### config.mk
export PLATFORM = sky130hd
export DESIGN_NAME = fdr_id_reads
export DESIGN_NICKNAME = d
export VERILOG_FILES = /design/src/logic/fdr_id_reads.v /design/src/logic/fdr_pin_sync.v /design/src/logic/fdr_param_table.v
export VERILOG_INCLUDE_DIRS = /design/src /design/src/include
export SDC_FILE = /design/constraint.sdc
export NUM_CORES = 1
export LEC_CHECK = 0
export ABC_AREA = 1
export BUFFER_PORTS_ARGS = -buffer_cell sky130_fd_sc_hd__buf_2
export CORE_MARGIN = 4
export CORE_UTILIZATION = 30
export CTS_CLUSTER_SIZE = 10
export DETAILED_ROUTE_END_ITERATION = 16
export PLACE_DENSITY = 0.53
export SLEW_MARGIN = 20
export SYNTH_ARGS = -nofsm -noshare
export SYNTH_HDL_FRONTEND = slang
export SYNTH_SLANG_ARGS = --single-unit
### constraint.sdc
create_clock -name clk -period 2 [get_ports clk]
set_clock_uncertainty 0.05 [all_clocks]
set_input_delay 0.3 -clock clk [delete_from_list [all_inputs] [get_ports clk]]
set_output_delay 0.3 -clock clk [all_outputs]
set_load 0.01 [all_outputs]
### src/include/fdr_map.vh
// constants for the identification and discovery read block
`ifndef FDR_MAP_VH
`define FDR_MAP_VH

// ---------------------------------------------------------------
// opcodes
// ---------------------------------------------------------------
`define FDR_OP_QUAD_ID      8'h94
`define FDR_OP_UNIQUE_ID    8'h4b
`define FDR_OP_JEDEC_ID     8'h9f
`define FDR_OP_PARAM_TABLE  8'h5a

// ---------------------------------------------------------------
// serial clock rising edge counts: end of opcode, end of address, first output edge
// ---------------------------------------------------------------
`define FDR_OPCODE_CLKS     7'h08
`define FDR_QUAD_ADDR_END   7'h0e
`define FDR_QUAD_ID_CLKS    7'h14
`define FDR_UNIQUE_ID_CLKS  7'h28
`define FDR_PARAM_ADDR_END  7'h20
`define FDR_PARAM_CLKS      7'h28

// ---------------------------------------------------------------
// parameter table contents
// ---------------------------------------------------------------
`define FDR_TBL_SIG0        8'h00
`define FDR_TBL_SIG1        8'h01
`define FDR_TBL_SIG2        8'h02
`define FDR_TBL_SIG3        8'h03
`define FDR_TBL_MINOR_REV   8'h04
`define FDR_TBL_MAJOR_REV   8'h05
`define FDR_TBL_HDR_COUNT   8'h06
`define FDR_TBL_RSVD7       8'h07
`define FDR_TBL_FIRST_ID    8'h08

`define FDR_SIG0_VAL        8'h53
`define FDR_SIG1_VAL        8'h46
`define FDR_SIG2_VAL        8'h44
`define FDR_SIG3_VAL        8'h50
`define FDR_MINOR_REV_VAL   8'h00
`define FDR_MAJOR_REV_VAL   8'h01
`define FDR_HDR_COUNT_VAL   8'h00
`define FDR_RSVD_VAL        8'hff
`define FDR_FIRST_ID_VAL    8'h00

`endif

### src/logic/fdr_id_reads.v
// serial flash identification and discovery read interpreter
`timescale 1ns/1ps
`default_nettype none
`include "fdr_map.vh"

module fdr_id_reads #(
	parameter [7:0]  MFR_ID    = 8'h3c,                 // arbitrary value
	parameter [7:0]  DEV_ID    = 8'h17,                 // arbitrary value
	parameter [7:0]  MEM_TYPE  = 8'h40,                 // arbitrary value
	parameter [7:0]  CAPACITY  = 8'h18,                 // arbitrary value
	parameter [63:0] UNIQUE_ID = 64'h0123456789abcdef   // arbitrary value
) (
	input  wire       clk,        // block clock, 200 MHz
	input  wire       rst_n,      // asynchronous reset, active low
	input  wire       sclk,       // serial clock pin from host
	input  wire       csN,        // chip select pin, active low
	input  wire [3:0] ioIn,       // io pins as seen, bit 0 is serial_in_line
	output wire [3:0] ioOut,      // io pin drive values
	output wire [3:0] ioOe,       // io pin drive enables, high drives
	input  wire       powerDown,  // device is in power-down state
	output wire       busyRead    // a read instruction is in data phase
);

	// ---------------------------------------------------------------
	// reset release
	// ---------------------------------------------------------------
	reg rstMeta_q;
	reg rstSync_q;

	always @(posedge clk or negedge rst_n) begin
		if (!rst_n) begin
			rstMeta_q <= 1'b0;
			rstSync_q <= 1'b0;
		end else begin
			rstMeta_q <= 1'b1;
			rstSync_q <= rstMeta_q;
		end
	end

	wire rstN = rstSync_q;

	// ---------------------------------------------------------------
	// pin sampling and edge finding
	// ---------------------------------------------------------------
	// each pin costs four to five clocks of latency, so every serial
	// clock phase must last well over five block clocks
	wire [5:0] pinStable;

	fdr_pin_sync #(
		.WIDTH     (6),
		.RESET_VAL (6'h20)
	) uSync (
		.clk    (clk),
		.rstN   (rstN),
		.pinIn  ({csN, sclk, ioIn}),
		.stable (pinStable)
	);

	wire       csS   = pinStable[5];
	wire       sclkS = pinStable[4];
	wire [3:0] ioS   = pinStable[3:0];

	reg  sclkPrev_q;
	wire sclkRise = sclkS & ~sclkPrev_q;
	wire sclkFall = ~sclkS & sclkPrev_q;

	always @(posedge clk or negedge rstN) begin
		if (!rstN) begin
			sclkPrev_q <= 1'b0;
		end else begin
			sclkPrev_q <= sclkS;
		end
	end

	// ---------------------------------------------------------------
	// instruction state
	// ---------------------------------------------------------------
	localparam [1:0] ST_CMD    = 2'b00;
	localparam [1:0] ST_ADDR   = 2'b01;
	localparam [1:0] ST_DATA   = 2'b10;
	localparam [1:0] ST_IGNORE = 2'b11;

	// pin drive enables: none, io1 only, all four lines
	localparam [3:0] OE_NONE   = 4'h0;
	localparam [3:0] OE_SINGLE = 4'h2;
	localparam [3:0] OE_QUAD   = 4'hf;

	reg [1:0]  state_q;
	reg [1:0]  state_d;
	reg [6:0]  cnt_q;
	reg [7:0]  opcode_q;
	reg [23:0] addr_q;
	reg [7:0]  byteSel_q;
	reg [2:0]  unitPos_q;
	reg [3:0]  ioOut_q;
	reg [3:0]  ioOe_q;
	reg        busyRead_q;

	wire [7:0] opcodeNext = {opcode_q[6:0], ioS[0]};
	wire       isQuad     = (opcode_q == `FDR_OP_QUAD_ID);

	// clocks that must pass before output, per instruction
	reg [6:0] dataStart;
	always @* begin
		case (opcode_q)
			`FDR_OP_QUAD_ID:     dataStart = `FDR_QUAD_ID_CLKS;
			`FDR_OP_UNIQUE_ID:   dataStart = `FDR_UNIQUE_ID_CLKS;
			default:             dataStart = `FDR_PARAM_CLKS;
		endcase
	end

	always @* begin
		state_d = state_q;
		case (state_q)
			ST_CMD: begin
				if (sclkRise && cnt_q == `FDR_OPCODE_CLKS - 7'h01) begin
					if (powerDown) begin
						state_d = ST_IGNORE;
					end else if (opcodeNext == `FDR_OP_JEDEC_ID) begin
						state_d = ST_DATA;
					end else if (opcodeNext == `FDR_OP_QUAD_ID ||
						opcodeNext == `FDR_OP_UNIQUE_ID ||
						opcodeNext == `FDR_OP_PARAM_TABLE) begin
						state_d = ST_ADDR;
					end else begin
						state_d = ST_IGNORE;
					end
				end
			end
			ST_ADDR: begin
				// address, mode and dummy clocks all count toward one start point
				if (sclkRise && cnt_q == dataStart - 7'h01) begin
					state_d = ST_DATA;
				end
			end
			ST_DATA: begin
				// stays until select rises, however long the host clocks
				state_d = ST_DATA;
			end
			ST_IGNORE: begin
				// refused opcode or power-down: silent until select rises
				state_d = ST_IGNORE;
			end
			default: begin
				state_d = ST_CMD;
			end
		endcase
	end

	// ---------------------------------------------------------------
	// output byte selection
	// ---------------------------------------------------------------
	wire [7:0] tableData;

	fdr_param_table uTable (
		.byteAddr (byteSel_q),
		.byteData (tableData)
	);

	// unique number is a parameter: nothing can write it
	wire [5:0] uidBase = {3'h7 - byteSel_q[2:0], 3'h0};
	wire [7:0] uidByte = UNIQUE_ID[uidBase +: 8];

	reg [7:0] curByte;
	always @* begin
		case (opcode_q)
			`FDR_OP_JEDEC_ID: begin
				if (byteSel_q == 8'h00) begin
					curByte = MFR_ID;
				end else if (byteSel_q == 8'h01) begin
					curByte = MEM_TYPE;
				end else begin
					curByte = CAPACITY;
				end
			end
			`FDR_OP_UNIQUE_ID: curByte = uidByte;
			`FDR_OP_QUAD_ID: begin
				// address bit 0 swaps the order of the pair
				curByte = (byteSel_q[0] ^ addr_q[0]) ? DEV_ID : MFR_ID;
			end
			default: curByte = tableData;
		endcase
	end

	wire       curBit   = curByte[3'h7 - unitPos_q];
	wire [3:0] curNib   = unitPos_q[0] ? curByte[3:0] : curByte[7:4];
	wire       lastUnit = isQuad ? unitPos_q[0] : (unitPos_q == 3'h7);

	reg [7:0] byteSelNext;
	always @* begin
		case (opcode_q)
			`FDR_OP_JEDEC_ID:  byteSelNext = (byteSel_q == 8'h02) ? 8'h00 : byteSel_q + 8'h01;
			`FDR_OP_UNIQUE_ID: byteSelNext = {5'h00, byteSel_q[2:0] + 3'h1};
			default:           byteSelNext = byteSel_q + 8'h01;
		endcase
	end

	// ---------------------------------------------------------------
	// frame control on serial clock edges
	// ---------------------------------------------------------------
	always @(posedge clk or negedge rstN) begin
		if (!rstN) begin
			state_q    <= ST_CMD;
			cnt_q      <= 7'h00;
			busyRead_q <= 1'b0;
		end else if (csS) begin
			// select high ends the frame from any state, cut frames too
			state_q    <= ST_CMD;
			cnt_q      <= 7'h00;
			busyRead_q <= 1'b0;
		end else begin
			state_q    <= state_d;
			busyRead_q <= (state_d == ST_DATA);
			// saturates so long data phases never wrap the count
			if (sclkRise && cnt_q != 7'h7f) begin
				cnt_q <= cnt_q + 7'h01;
			end
		end
	end

	// ---------------------------------------------------------------
	// opcode and address capture
	// ---------------------------------------------------------------
	always @(posedge clk or negedge rstN) begin
		if (!rstN) begin
			opcode_q <= 8'h00;
			addr_q   <= 24'h000000;
		end else if (!csS && sclkRise) begin
			if (state_q == ST_CMD) begin
				opcode_q <= opcodeNext;
			end
			if (state_q == ST_ADDR) begin
				if (isQuad && cnt_q < `FDR_QUAD_ADDR_END) begin
					addr_q <= {addr_q[19:0], ioS};
				end else if (opcode_q == `FDR_OP_PARAM_TABLE &&
					cnt_q < `FDR_PARAM_ADDR_END) begin
					addr_q <= {addr_q[22:0], ioS[0]};
				end
			end
		end
	end

	// ---------------------------------------------------------------
	// data output on serial clock falls
	// ---------------------------------------------------------------
	// first byte is chosen on the rise that closes the opcode, address or dummy clocks, whichever come last
	wire enterData = sclkRise & (state_d == ST_DATA) & (state_q != ST_DATA);

	always @(posedge clk or negedge rstN) begin
		if (!rstN) begin
			byteSel_q <= 8'h00;
			unitPos_q <= 3'h0;
			ioOut_q   <= 4'h0;
			ioOe_q    <= OE_NONE;
		end else if (csS) begin
			// release the pins as soon as select is seen high
			unitPos_q <= 3'h0;
			ioOe_q    <= OE_NONE;
		end else if (enterData) begin
			unitPos_q <= 3'h0;
			if (opcode_q == `FDR_OP_PARAM_TABLE) begin
				byteSel_q <= addr_q[7:0];
			end else begin
				byteSel_q <= 8'h00;
			end
		end else if (sclkFall && state_q == ST_DATA) begin
			if (isQuad) begin
				ioOut_q <= curNib;
				ioOe_q  <= OE_QUAD;
			end else begin
				ioOut_q <= {2'b00, curBit, 1'b0};
				ioOe_q  <= OE_SINGLE;
			end
			if (lastUnit) begin
				unitPos_q <= 3'h0;
				byteSel_q <= byteSelNext;
			end else begin
				unitPos_q <= unitPos_q + 3'h1;
			end
		end
	end

	assign ioOut    = ioOut_q;
	assign ioOe     = ioOe_q;
	assign busyRead = busyRead_q;

endmodule // fdr_id_reads

`default_nettype wire

### src/logic/fdr_pin_sync.v
// three-stage pin synchroniser with agreement filter
`timescale 1ns/1ps
`default_nettype none

module fdr_pin_sync #(
	parameter          WIDTH     = 6,
	parameter [WIDTH-1:0] RESET_VAL = {WIDTH{1'b0}}
) (
	input  wire             clk,       // block clock
	input  wire             rstN,      // synchronised reset, active low
	input  wire [WIDTH-1:0] pinIn,     // raw pin levels
	output reg  [WIDTH-1:0] stable     // filtered levels
);

	reg [WIDTH-1:0] s1_q;
	reg [WIDTH-1:0] s2_q;
	reg [WIDTH-1:0] s3_q;

	always @(posedge clk or negedge rstN) begin
		if (!rstN) begin
			s1_q <= RESET_VAL;
			s2_q <= RESET_VAL;
			s3_q <= RESET_VAL;
		end else begin
			s1_q <= pinIn;
			s2_q <= s1_q;
			s3_q <= s2_q;
		end
	end

	// a change is taken only once the last two stages agree
	genvar i;
	generate
		for (i = 0; i < WIDTH; i = i + 1) begin : gBit
			always @(posedge clk or negedge rstN) begin
				if (!rstN) begin
					stable[i] <= RESET_VAL[i];
				end else if (s2_q[i] == s3_q[i]) begin
					stable[i] <= s3_q[i];
				end
			end
		end
	endgenerate

endmodule // fdr_pin_sync

`default_nettype wire

### src/logic/fdr_param_table.v
// read-only discoverable-parameter table, 256 byte addresses
`timescale 1ns/1ps
`default_nettype none
`include "fdr_map.vh"

module fdr_param_table (
	input  wire [7:0] byteAddr,  // byte within the table
	output reg  [7:0] byteData   // table content at that byte
);

	always @* begin
		case (byteAddr)
			`FDR_TBL_SIG0:      byteData = `FDR_SIG0_VAL;
			`FDR_TBL_SIG1:      byteData = `FDR_SIG1_VAL;
			`FDR_TBL_SIG2:      byteData = `FDR_SIG2_VAL;
			`FDR_TBL_SIG3:      byteData = `FDR_SIG3_VAL;
			`FDR_TBL_MINOR_REV: byteData = `FDR_MINOR_REV_VAL;
			`FDR_TBL_MAJOR_REV: byteData = `FDR_MAJOR_REV_VAL;
			`FDR_TBL_HDR_COUNT: byteData = `FDR_HDR_COUNT_VAL;
			`FDR_TBL_FIRST_ID:  byteData = `FDR_FIRST_ID_VAL;
			// reserved and not-modelled bytes read as all ones
			default:            byteData = `FDR_RSVD_VAL;
		endcase
	end

endmodule // fdr_param_table

`default_nettype wire

==> results of run 1 <==
[kinds of logic (layout without fill, tap and decap cells)]
| group | Yosys count | count (layout) |
|---|---|---|
| mux | 3 | 3 |
| fa+ha+maj | 15 | 15 |
| flops | 70 | 70 |
| buf+inv | 60 | 139 |
| other cells | 1 | 1 |
| xor+xnor | 3 | 3 |
| compound gates | 54 | 54 |
| simple gates | 276 | 276 |
[worst max-delay path: stages (launching register included)]
cell,delay [ps]
dfrtp_1,350
ha_1,170
inv_1,80
nor4_4,260
nand3_2,130
o21ai_4,240
nand2_4,90
nor2_8,180
inv_6,70
nand2_4,60
nand2_4,80
nand2_1,80
nand2_1,50
[cells in the mapped netlist (2+ instances only)]
cell type | n | area (um^2)
nand2_2 | 3 | 18.8
nor2_4 | 4 | 45.0
inv_1 | 43 | 161
o31ai_1 | 2 | 15.0
o21ai_0 | 23 | 115
mux2i_1 | 3 | 30.0
maj3_1 | 6 | 60.1
dfrtp_1 | 66 | 1650
inv_2 | 7 | 26.3
nand3_1 | 40 | 200
a211oi_1 | 2 | 15.0
a22o_1 | 2 | 17.5
nand2_4 | 5 | 56.3
xor2_1 | 3 | 26.3
nor2_1 | 50 | 188
clkbuf_1 | 3 | 11.3
a31oi_1 | 5 | 31.3
nor2_8 | 2 | 40.0
o21ai_2 | 2 | 17.5
nor3_1 | 9 | 45.0
buf_2 | 4 | 20.0
a21oi_1 | 8 | 40.0
o21ai_1 | 5 | 25.0
dfstp_2 | 4 | 105
buf_4 | 2 | 15.0
nand2_1 | 149 | 559
o211ai_1 | 2 | 15.0
ha_1 | 9 | 113
nand4_1 | 6 | 37.5
[power groups by stage]
stage / clock [mW] / sequential, mW / combinational [mW]
2_1_floorplan: 0 / 1.66 / 0.310
5_1_grt: 1.82 / 1.67 / 0.764
4_1_cts: 1.76 / 1.64 / 0.519
6_report: 1.70 / 1.65 / 0.693
3_5_place_dp: 0 / 1.67 / 0.495
3_3_place_gp: 0 / 1.67 / 0.489
[stage by stage]
stage	power, mW	worst slack (ps)	instance area (um^2)
2_1_floorplan	1.97	93.1	3830
3_3_place_gp	2.15	-20.7	4390
3_5_place_dp	2.16	-4.51	4390
4_1_cts	3.92	2.22	4750
5_1_grt	4.25	-161	5020
6_report	4.05	-19.5	5020
[flip-flops by register name, summed over array words and instances (netlist names)]
register and flops:
uSync.stable 6, ioOe 2, unitPos_q 3, uSync.s1_q 6, ioOut 4, rstN 1
addr_q 8, cnt_q 7, busyRead 1, byteSel_q 8, rstMeta_q 1, sclkPrev_q 1
state_q 2, uSync.s2_q 6, opcode_q 8, uSync.s3_q 6
[final cells by class]
| cell class | instances | area share |
|---|---|---|
| Multi-Input combinational cell | 352 | 0.398 |
| Sequential cell | 70 | 0.351 |
| Timing Repair Buffer | 72 | 0.106 |
| Clock buffer | 10 | 0.0456 |
| Tap cell | 168 | 0.0419 |
| Inverter | 51 | 0.0392 |
| Clock inverter | 6 | 0.0187 |
[routing by layer]
| metal | share of wire | routed length, um |
|---|---|---|
| met3 | 0.043 | 385 |
| met4 | 0.015 | 139 |
| met5 | 0 | 0 |
| met1 | 0.47 | 4280 |
| met2 | 0.47 | 4220 |
[repair_timing]
action,4_1_cts,5_1_grt
gates cloned,0,0
buffers inserted,3,13
setup endpoints to repair,9,14
pin swaps,0,17
endpoints found under the hold margin,2,0
resized for setup,3,53
hold buffers,1,0
[worst min-delay path by stage]
| stage | from | slack, ps | endpoint | cells past startpoint |
|---|---|---|---|---|
| global placement | rst_n | 40 | rstMeta_q$_DFF_PN0_ | 1 |
| floorplan | rst_n | -50 | rstMeta_q$_DFF_PN0_ | 0 |
| finish | sclk | 20 | uSync.s1_q[4]$_DFF_PN0_ | 1 |
| CTS | csN | 5 | uSync.s1_q[5]$_DFF_PN1_ | 1 |
| detailed placement | rst_n | 40 | rstMeta_q$_DFF_PN0_ | 1 |
| global route | sclk | 10 | uSync.s1_q[4]$_DFF_PN0_ | 1 |
==> results by group, run 1 <==
Logic synthesis
  • Post-synthesis mux area share: 0.00785
  • Synth warnings: 0
  • Post-synth EDFFs: 0
  • Synthesized flop and latch total: 70
  • Syn Inst Count: just under 500
  • Simple-gate area share of the yosys netlist: 0.332
  • Post-synth ARST share: 1.00
  • Area of the mapped netlist: 3820 um^2
  • XOR/XNOR Fraction of Synth Area: 0.00687
  • Syn nets: 500
  • Compound-cell area share of the yosys netlist: 0.0851
  • Prevailing post-synth register cell: dfrtp_1
  • Sequential fraction of the synthesis area: 0.459
  • Fraction of the mapped netlist area in adder cells: 0.0451
  • Post-synthesis cell type count: 42
  • Mapped Avg Cell Area: ~8 um^2
  • Largest family of logic cells by synthesized area: simple AND/OR/NAND/NOR gates

Run
  • Maxcap violations: 0

Final layout
  • Leading cell types in the layout, fill and taps excluded: nand2_1, dfrtp_1, buf_4
  • Layout overhead on the synthesized area: 31.1%
  • Ant. Diodes: 0
  • Post-layout util: 0.409
  • Storage element area: 1760 um^2
  • Non-filler cells, final: around 730
  • NumNets Final: approximately 570
  • Most common cell after layout, fill and taps aside: nand2_1
  • Fraction of layout cells with a size suffix above 1: 0.294
  • Multi-input logic area: 1990 um^2
  • # fillers: 1241

Clock network
  • Clock transition at path regs: 60 ps
  • CTS sink cnt: 70
  • Clock buffer depth: 2
  • H-tree levels: 3
  • CTS tree: done
  • CTS Root Cell: clkbuf_16
  • Worst skew pair latency: 330 ps
  • Num CTS Buffers: 9

Global route
  • First-pass GRT wire length: 15400 um
  • Initial antenna violation count: 0
  • Largest net degree at the start of global routing: 32
  • Number of global-route vias before repair: 3288
  • GR Util All Layers: 0.130
  • Met2 usage: 0.198
  • GRT busiest layer: met2
  • Gr ovfl total: 0
  • Met1 Usage GRT: 0.179
  • Met3 usage: 0.0345

Drt
  • DR pass1 iterations: 4
  • Final wirelength: 9020 um
  • Vias: 3345
  • Vias per cell: 4.59
  • Routed len/inst: 12.4 um
  • Drc violations: 0
  • DRT iter0 DRCs: about 200
  • Antenna viol nets, final: 0

Worst hold path
  • Worst hold path class: input port to flip-flop

Pwr
  • Sw frac: 0.275
  • Peak supply drop: 0.649 mV
  • P_int: just under 3 mW
  • Sequential power share: 0.408
  • Switching Power: about 1.1 mW
  • P_leak: 2.43 nW
  • Clock share of power: 0.421
  • Pwr dens: about 810 nW/um^2
  • Comb power frac: 0.171

Floorplan
  • Starting Density: 0.312
  • Die W: 121 um
  • Std-Cell Rows: 40
  • Area of the core: 12300 um^2
  • # IOs: 18
  • Die Y: 121 um
  • Die area: 14600 um^2

Timing
  • Final Critical Period: approximately 2000 ps
  • Post-route setup slack: -19.5 ps
  • Final TNS setup: -69.3 ps
  • Setup Viol. Count Final: 8
  • Final Hold Fails: 0
  • Final period util: 1.01
  • FMAX: between 400 and 500 MHz
  • Fin. max-slew vios: 0
  • WHS: 19.3 ps
  • RSZ-0062 raised after global routing: true

Worst setup path
  • Setup crit start: cnt_q[1]$_DFFE_PN0P_
  • Crit path DAT: 2190 ps
  • Reg2reg start: cnt_q[1]$_DFFE_PN0P_
  • Reg-to-Reg End: byteSel_q[0]$_DFFE_PN0P_
  • Critical path fanouts, max: 9
  • Critical path launch point type: flip-flop
  • Kind of critical path: flip-flop to flip-flop
  • FF-to-FF path depth: 12
  • WP data required: 2170 ps
  • R2R setup slack: -20 ps
  • End of the critical path: byteSel_q[0]$_DFFE_PN0P_
  • Crit end category: flip-flop

Place
  • PortBufs: 17
  • Detail Placement HPWL: 6560 um
  • RD Place Congestion: between 0.8 and 0.9
  • # placed instances: 696

Status
  • Status: finished with violations
  • Failing checks: negative setup slack
No activity file was read; power rests on OpenSTA's default activity.
==> run 2, diff against run 1 <==
Settings changed: PLACE_DENSITY 0.53 to not set, PLACE_DENSITY_LB_ADDON set to 0.3.
==> results by group, run 2 (synthesized netlist as in run 1, its figures left out) <==
Status
  • Status: finished with violations (unchanged)
  • Failing checks: negative setup slack (unchanged)

Run
  • Maxcap violations: 0 (unchanged)

Final layout
  • Fraction of layout cells with a size suffix above 1: 0.262 (was 0.294)
  • NumNets Final: 574 (unchanged)
  • Ant. Diodes: 0 (unchanged)
  • Leading cell types in the layout, fill and taps excluded: nand2_1, dfrtp_1, buf_4 (unchanged)
  • Top Registers: addr_q x8, byteSel_q x8, opcode_q x8 (unchanged)
  • Final Instance Area: 4920 um^2 (was 5020 um^2)
  • Post-layout util: 0.401 (was 0.409)
  • # fillers: 1211 (was 1241)
  • Most common cell after layout, fill and taps aside: nand2_1 (unchanged)
  • Layout overhead on the synthesized area: 28.7% (was 31.1%)

Floorplan
  • Die W: 121 um (unchanged)
  • # IOs: 18 (unchanged)
  • Area of the core: 12300 um^2 (unchanged)
  • Std-Cell Rows: 40 (unchanged)
  • Die Y: 121 um (unchanged)
  • Die area: 14600 um^2 (unchanged)
  • Starting Density: 0.312 (unchanged)

Worst setup path
  • R2R setup slack: -20 ps (about the same)
  • Critical path fanouts, max: 8 (was 9)
  • Crit end category: flip-flop (unchanged)
  • Crit path DAT: 2230 ps (was 2190 ps)
  • Critical path launch point type: flip-flop (unchanged)
  • WP data required: 2210 ps (was 2170 ps)
  • Kind of critical path: flip-flop to flip-flop (unchanged)

Timing
  • Post-route setup slack: -21.7 ps (was -19.5 ps)
  • Fin. max-slew vios: 0 (unchanged)
  • WHS: 19.7 ps (was 19.3 ps)
  • Final Hold Fails: 0 (unchanged)
  • RSZ-0062 raised after global routing: true (unchanged)
  • Final period util: 1.01 (about the same)
  • Setup Viol. Count Final: 4 (was 8)
  • Final Critical Period: 2020 ps (about the same)
  • FMAX: 495 MHz (about the same)

Clock network
  • H-tree levels: 3 (unchanged)
  • Clock transition at path regs: 60 ps (about the same)
  • CTS tree: done (unchanged)
  • Num CTS Buffers: 9 (unchanged)
  • CTS sink cnt: 70 (unchanged)
  • Worst skew pair latency: 320 ps (was 330 ps)
  • CTS Root Cell: clkbuf_16 (unchanged)
  • Clock buffer depth: 2 (unchanged)

Drt
  • DR pass1 iterations: 5 (was 4)
  • Drc violations: 0 (unchanged)
  • Vias: 3297 (was 3345)
  • Antenna viol nets, final: 0 (unchanged)
  • Routed len/inst: 11.9 um (was 12.4 um)
  • Final wirelength: 8680 um (was 9020 um)
  • Vias per cell: 4.52 (was 4.59)
  • DRT iter0 DRCs: 243 (was 206)

Place
  • Detail Placement HPWL: 6400 um (was 6560 um)
  • PortBufs: 17 (unchanged)
  • RD Place Congestion: 0.867 (was 0.869)
  • DP Area: 4420 um^2 (was 4390 um^2)

Global route
  • GR Util All Layers: 0.125 (was 0.130)
  • Number of global-route vias before repair: 3218 (was 3288)
  • Initial antenna violation count: 0 (unchanged)
  • Gr ovfl total: 0 (unchanged)
  • Largest net degree at the start of global routing: 38 (was 32)
  • First-pass GRT wire length: 14800 um (was 15400 um)

Worst hold path
  • Worst hold path class: input port to flip-flop (unchanged)

Pwr
  • Pwr dens: 785 nW/um^2 (was 807 nW/um^2)
  • Peak supply drop: 0.555 mV (was 0.649 mV)
  • Total chip power: 3.87 mW (was 4.05 mW)
  • P_leak: 2.38 nW (was 2.43 nW)
## run 2: cell types whose count changed in the layout (fill, tap and decap cells not counted), sizes merged
cell / delta
buf: -1
clkinv: -2
inv: +2
bufinv: -1
clkinvlp: +2
## run 2: where the power goes
| part | switching (mW) | total (mW) | internal [mW] |
|---|---|---|---|
| Clock | 0.609 | 1.58 | 0.974 |
| Combinational | 0.364 | 0.644 | 0.280 |
| Sequential | 0.111 | 1.64 | 1.53 |
## run 2: final timing paths
kind	startpoint	to	cells after the start
worst max-delay path	cnt_q[1]$_DFFE_PN0P_	byteSel_q[2]$_DFFE_PN0P_	12
worst min-delay path	csN	uSync.s1_q[5]$_DFF_PN1_	1
worst max register to register	cnt_q[1]$_DFFE_PN0P_	byteSel_q[2]$_DFFE_PN0P_	12
worst min register to register	rstN$_DFF_PN0_	uSync.s1_q[2]$_DFF_PN0_	0
max in group asynchronous	rstN$_DFF_PN0_	addr_q[1]$_DFFE_PN0P_	1
min in group asynchronous	rstN$_DFF_PN0_	uSync.s1_q[2]$_DFF_PN0_	0
## run 2: area by class of cell
class / count / area (um^2) / share of cell area
Timing Repair Buffer: 71 / 522 / 0.106
Multi-Input combinational cell: 352 / 1930 / 0.392
Tap cell: 168 / 210 / 0.0427
Sequential cell: 70 / 1760 / 0.358
Clock inverter: 6 / 70.1 / 0.0142
Timing Repair inverter: 1 / 3.75 / 0.000763
Inverter: 51 / 196 / 0.0399
Clock buffer: 10 / 229 / 0.0465
## run 2: critical path, cell delays in order, from the launching register on
cell and delay (ps):
dfrtp_1 360, ha_2 190, inv_2 50, nor4_4 280, nand3_2 140, o21ai_4 190
nand2_4 90, nor2_8 210, buf_12 150, nand3_1 70, nand2_1 80, nand2_1 60
nand2_1 60
## run 2: per-stage QoR
stage | std cells | setup TNS, ps | setup slack (ps)
floorplan | 482 | 0 | 93.1
global placement | 701 | 0 | 5.86
detailed placement | 701 | -119 | -16.7
CTS | 723 | -184 | -29.1
global route | 729 | -1270 | -168
finish | 729 | -34.8 | -21.7
## run 2: per-layer routing
metal,share of wire,vias up,wire [um],GRT usage
met2,0.46,50,3990,0.194
met5,0,-,0,0
li1,-,1712,-,-
met1,0.50,1529,4370,0.175
met4,0.0061,0,53,0.0453
met3,0.032,6,275,0.0196
## run 2: timing repair
item	CTS	global route
gates resized for setup	6	27
setup buffers	4	6
hold endpoints to repair	2	0
endpoints found under the setup margin	11	13
pin swaps	5	15
cloned	1	0
hold buffers	1	0
==> run 3, diff against run 2 <==
==> constraint.sdc (replaced) <==
create_clock -name clk -period 2 [get_ports clk]
set_clock_uncertainty 0.05 [all_clocks]
set_input_delay 0.1 -clock clk [delete_from_list [all_inputs] [get_ports clk]]
set_output_delay 0.1 -clock clk [all_outputs]
set_load 0.01 [all_outputs]
==> results by group, run 3 (synthesized netlist as in run 1, its figures left out) <==
Status
  • Status: finished with violations (unchanged)
  • Failing checks: negative setup slack (unchanged)

Worst setup path
  • Crit path max-delay family: simple AND/OR/NAND/NOR gates (unchanged)
  • Reg2reg start: cnt_q[1]$_DFFE_PN0P_ (unchanged)
  • WP depth: 12 (unchanged)
  • Buf/Inv on CP: 2 (unchanged)
  • Critical path launch point type: flip-flop (unchanged)
  • Crit end category: flip-flop (unchanged)
  • R2R setup slack: -20 ps (about the same)
  • Reg-to-Reg End: byteSel_q[2]$_DFFE_PN0P_ (unchanged)
  • Cells along the critical path: ha_2 > inv_2 > nor4_4 > nand3_2 > o21ai_4 > nand2_4 > nor2_8 > buf_12 > nand3_1 > nand2_1 > nand2_1 > nand2_1 (unchanged)
  • WP data required: 2210 ps (about the same)
  • Slowest stage cell, crit path: dfrtp_1 (unchanged)
  • CP dominant cell by count: nand2_1 (unchanged)
  • FF-to-FF path depth: 12 (unchanged)
  • Crit path DAT: 2230 ps (about the same)
  • Critical path fanouts, max: 8 (unchanged)
  • CP peak stage delay: 360 ps (about the same)
  • Kind of critical path: flip-flop to flip-flop (unchanged)

Global route
  • GR Util All Layers: 0.125 (about the same)
  • First-pass GRT wire length: 14900 um (was 14800 um)
  • Initial antenna violation count: 0 (unchanged)
  • Number of global-route vias before repair: 3227 (was 3218)
  • Gr ovfl total: 0 (unchanged)
  • Largest net degree at the start of global routing: 38 (unchanged)

Floorplan
  • Die area: 14600 um^2 (unchanged)
  • Std-Cell Rows: 40 (unchanged)
  • Area of the core: 12300 um^2 (unchanged)
  • # IOs: 18 (unchanged)
  • Starting Density: 0.312 (unchanged)
  • Die W: 121 um (unchanged)
  • Die Y: 121 um (unchanged)

Clock network
  • Clock transition at path regs: 60 ps (about the same)
  • Clock buffer depth: 2 (unchanged)
  • CTS tree: done (unchanged)
  • H-tree levels: 3 (unchanged)
  • CTS sink cnt: 70 (unchanged)
  • Worst skew pair latency: 330 ps (was 320 ps)
  • CTS Root Cell: clkbuf_16 (unchanged)
  • Num CTS Buffers: 9 (unchanged)

Timing
  • Final Hold Fails: 0 (unchanged)
  • Fin. max-slew vios: 0 (unchanged)
  • Final Critical Period: 2020 ps (about the same)
  • Post-route setup slack: -17.0 ps (was -21.7 ps)
  • Final period util: 1.01 (about the same)
  • RSZ-0062 raised after global routing: true (unchanged)
  • FMAX: 496 MHz (was 495 MHz)
  • Setup Viol. Count Final: 3 (was 4)
  • Final TNS setup: -23.3 ps (was -34.8 ps)

Place
  • Worst slack, placed: -16.7 ps (unchanged)
  • # placed instances: 701 (unchanged)
  • PortBufs: 17 (unchanged)
  • DP Area: 4420 um^2 (unchanged)
  • Detail Placement HPWL: 6400 um (unchanged)
  • RD Place Congestion: 0.867 (unchanged)

Drt
  • Vias per cell: 4.50 (was 4.52)
  • Met2 routed WL: 3960 um (was 3990 um)
  • Drc violations: 0 (unchanged)
  • Top sig layer: met4 (unchanged)
  • Routed wl met3: 239 um (was 275 um)
  • DR pass1 iterations: 4 (was 5)
  • Vias: 3307 (was 3297)
  • Final wirelength: 8710 um (was 8680 um)
  • DRT iter0 DRCs: 276 (was 243)
  • M1 wire length: 4430 um (was 4370 um)
  • Routed len/inst: 11.8 um (was 11.9 um)
  • Antenna viol nets, final: 0 (unchanged)

Pwr
  • Pwr dens: 778 nW/um^2 (was 785 nW/um^2)
  • P_leak: 2.40 nW (was 2.38 nW)
  • Peak supply drop: 0.555 mV (about the same)

Final layout
  • Ant. Diodes: 0 (unchanged)
  • Leading cell types in the layout, fill and taps excluded: nand2_1, dfrtp_1, buf_4 (unchanged)
  • Post-layout util: 0.406 (was 0.401)
  • Non-filler cells, final: 735 (was 729)
  • NumNets Final: 580 (was 574)
  • Most common cell after layout, fill and taps aside: nand2_1 (unchanged)
  • Top Registers: addr_q x8, byteSel_q x8, opcode_q x8 (unchanged)
  • Fraction of layout cells with a size suffix above 1: 0.259 (was 0.262)
  • Final Instance Area: 4980 um^2 (was 4920 um^2)
  • Layout overhead on the synthesized area: 30.3% (was 28.7%)

Worst hold path
  • Worst hold path class: input port to async pin (was input port to flip-flop)

Run
  • Maxcap violations: 0 (unchanged)
==> run 3: changes by cell type in the layout (fill, tap and decap cells not counted), sizes merged <==
cell and delta:
dlygate4sd3 +6
==> run 3: through the flow <==
stage          power [mW]  hold WS [ps]
2_1_floorplan        1.97          -246
3_3_place_gp         2.20          -165
3_5_place_dp         2.21          -163
4_1_cts              3.85          11.1
5_1_grt              4.09          40.9
6_report             3.88          23.3
==> run 3: how the worst max path moves through the flow <==
stage	from	endpoint	slack [ps]
after global routing	cnt_q[0]$_DFFE_PN0P_	byteSel_q[0]$_DFFE_PN0P_	-170
after CTS	cnt_q[0]$_DFFE_PN0P_	byteSel_q[6]$_DFFE_PN0P_	-30
final	cnt_q[1]$_DFFE_PN0P_	byteSel_q[2]$_DFFE_PN0P_	-20
after global placement	byteSel_q[0]$_DFFE_PN0P_	ioOut[1]$_DFFE_PN0P_	6
after floorplan	cnt_q[1]$_DFFE_PN0P_	byteSel_q[0]$_DFFE_PN0P_	90
after detailed placement	cnt_q[0]$_DFFE_PN0P_	byteSel_q[6]$_DFFE_PN0P_	-20
==> run 3: what timing repair did <==
item,in CTS,in global routing
cloned,1,0
endpoints found under the hold margin,8,0
hold buffers,7,0
resized for setup,6,27
setup endpoints to repair,11,13
pin swaps,5,15
setup buffers,4,6
==> run 3: worst register-to-register path: stages, from the launching register on <==
cell     delay [ps]
dfrtp_1         360
ha_2            190
inv_2            50
nor4_4          280
nand3_2         140
o21ai_4         190
nand2_4          90
nor2_8          210
buf_12          150
nand3_1          70
nand2_1          80
nand2_1          60
nand2_1          60
==> run 3: final cells by class <==
cell class                 instances  area (um^2)
timing repair buffer              77          582
clock inverter                     6         70.1
fill                            1205         7280
multi-input combinational        352         1930
tap                              168          210
timing repair inverter             1         3.75
clock buffer                      10          229
inverter                          51          196
sequential                        70         1760
==> run 3: layer usage <==
layer | global-route usage | vias up
met5 | 0 | -
met2 | 0.195 | 49
li1 | - | 1722
met1 | 0.177 | 1528
met4 | 0.0453 | 0
met3 | 0.0196 | 8
==> run 3: where the power goes <==
group	total (mW)	internal, mW	switching, mW
clock network	1.59	0.974	0.612
logic	0.653	0.287	0.365
registers	1.64	1.53	0.111
total	3.88	2.79	1.09
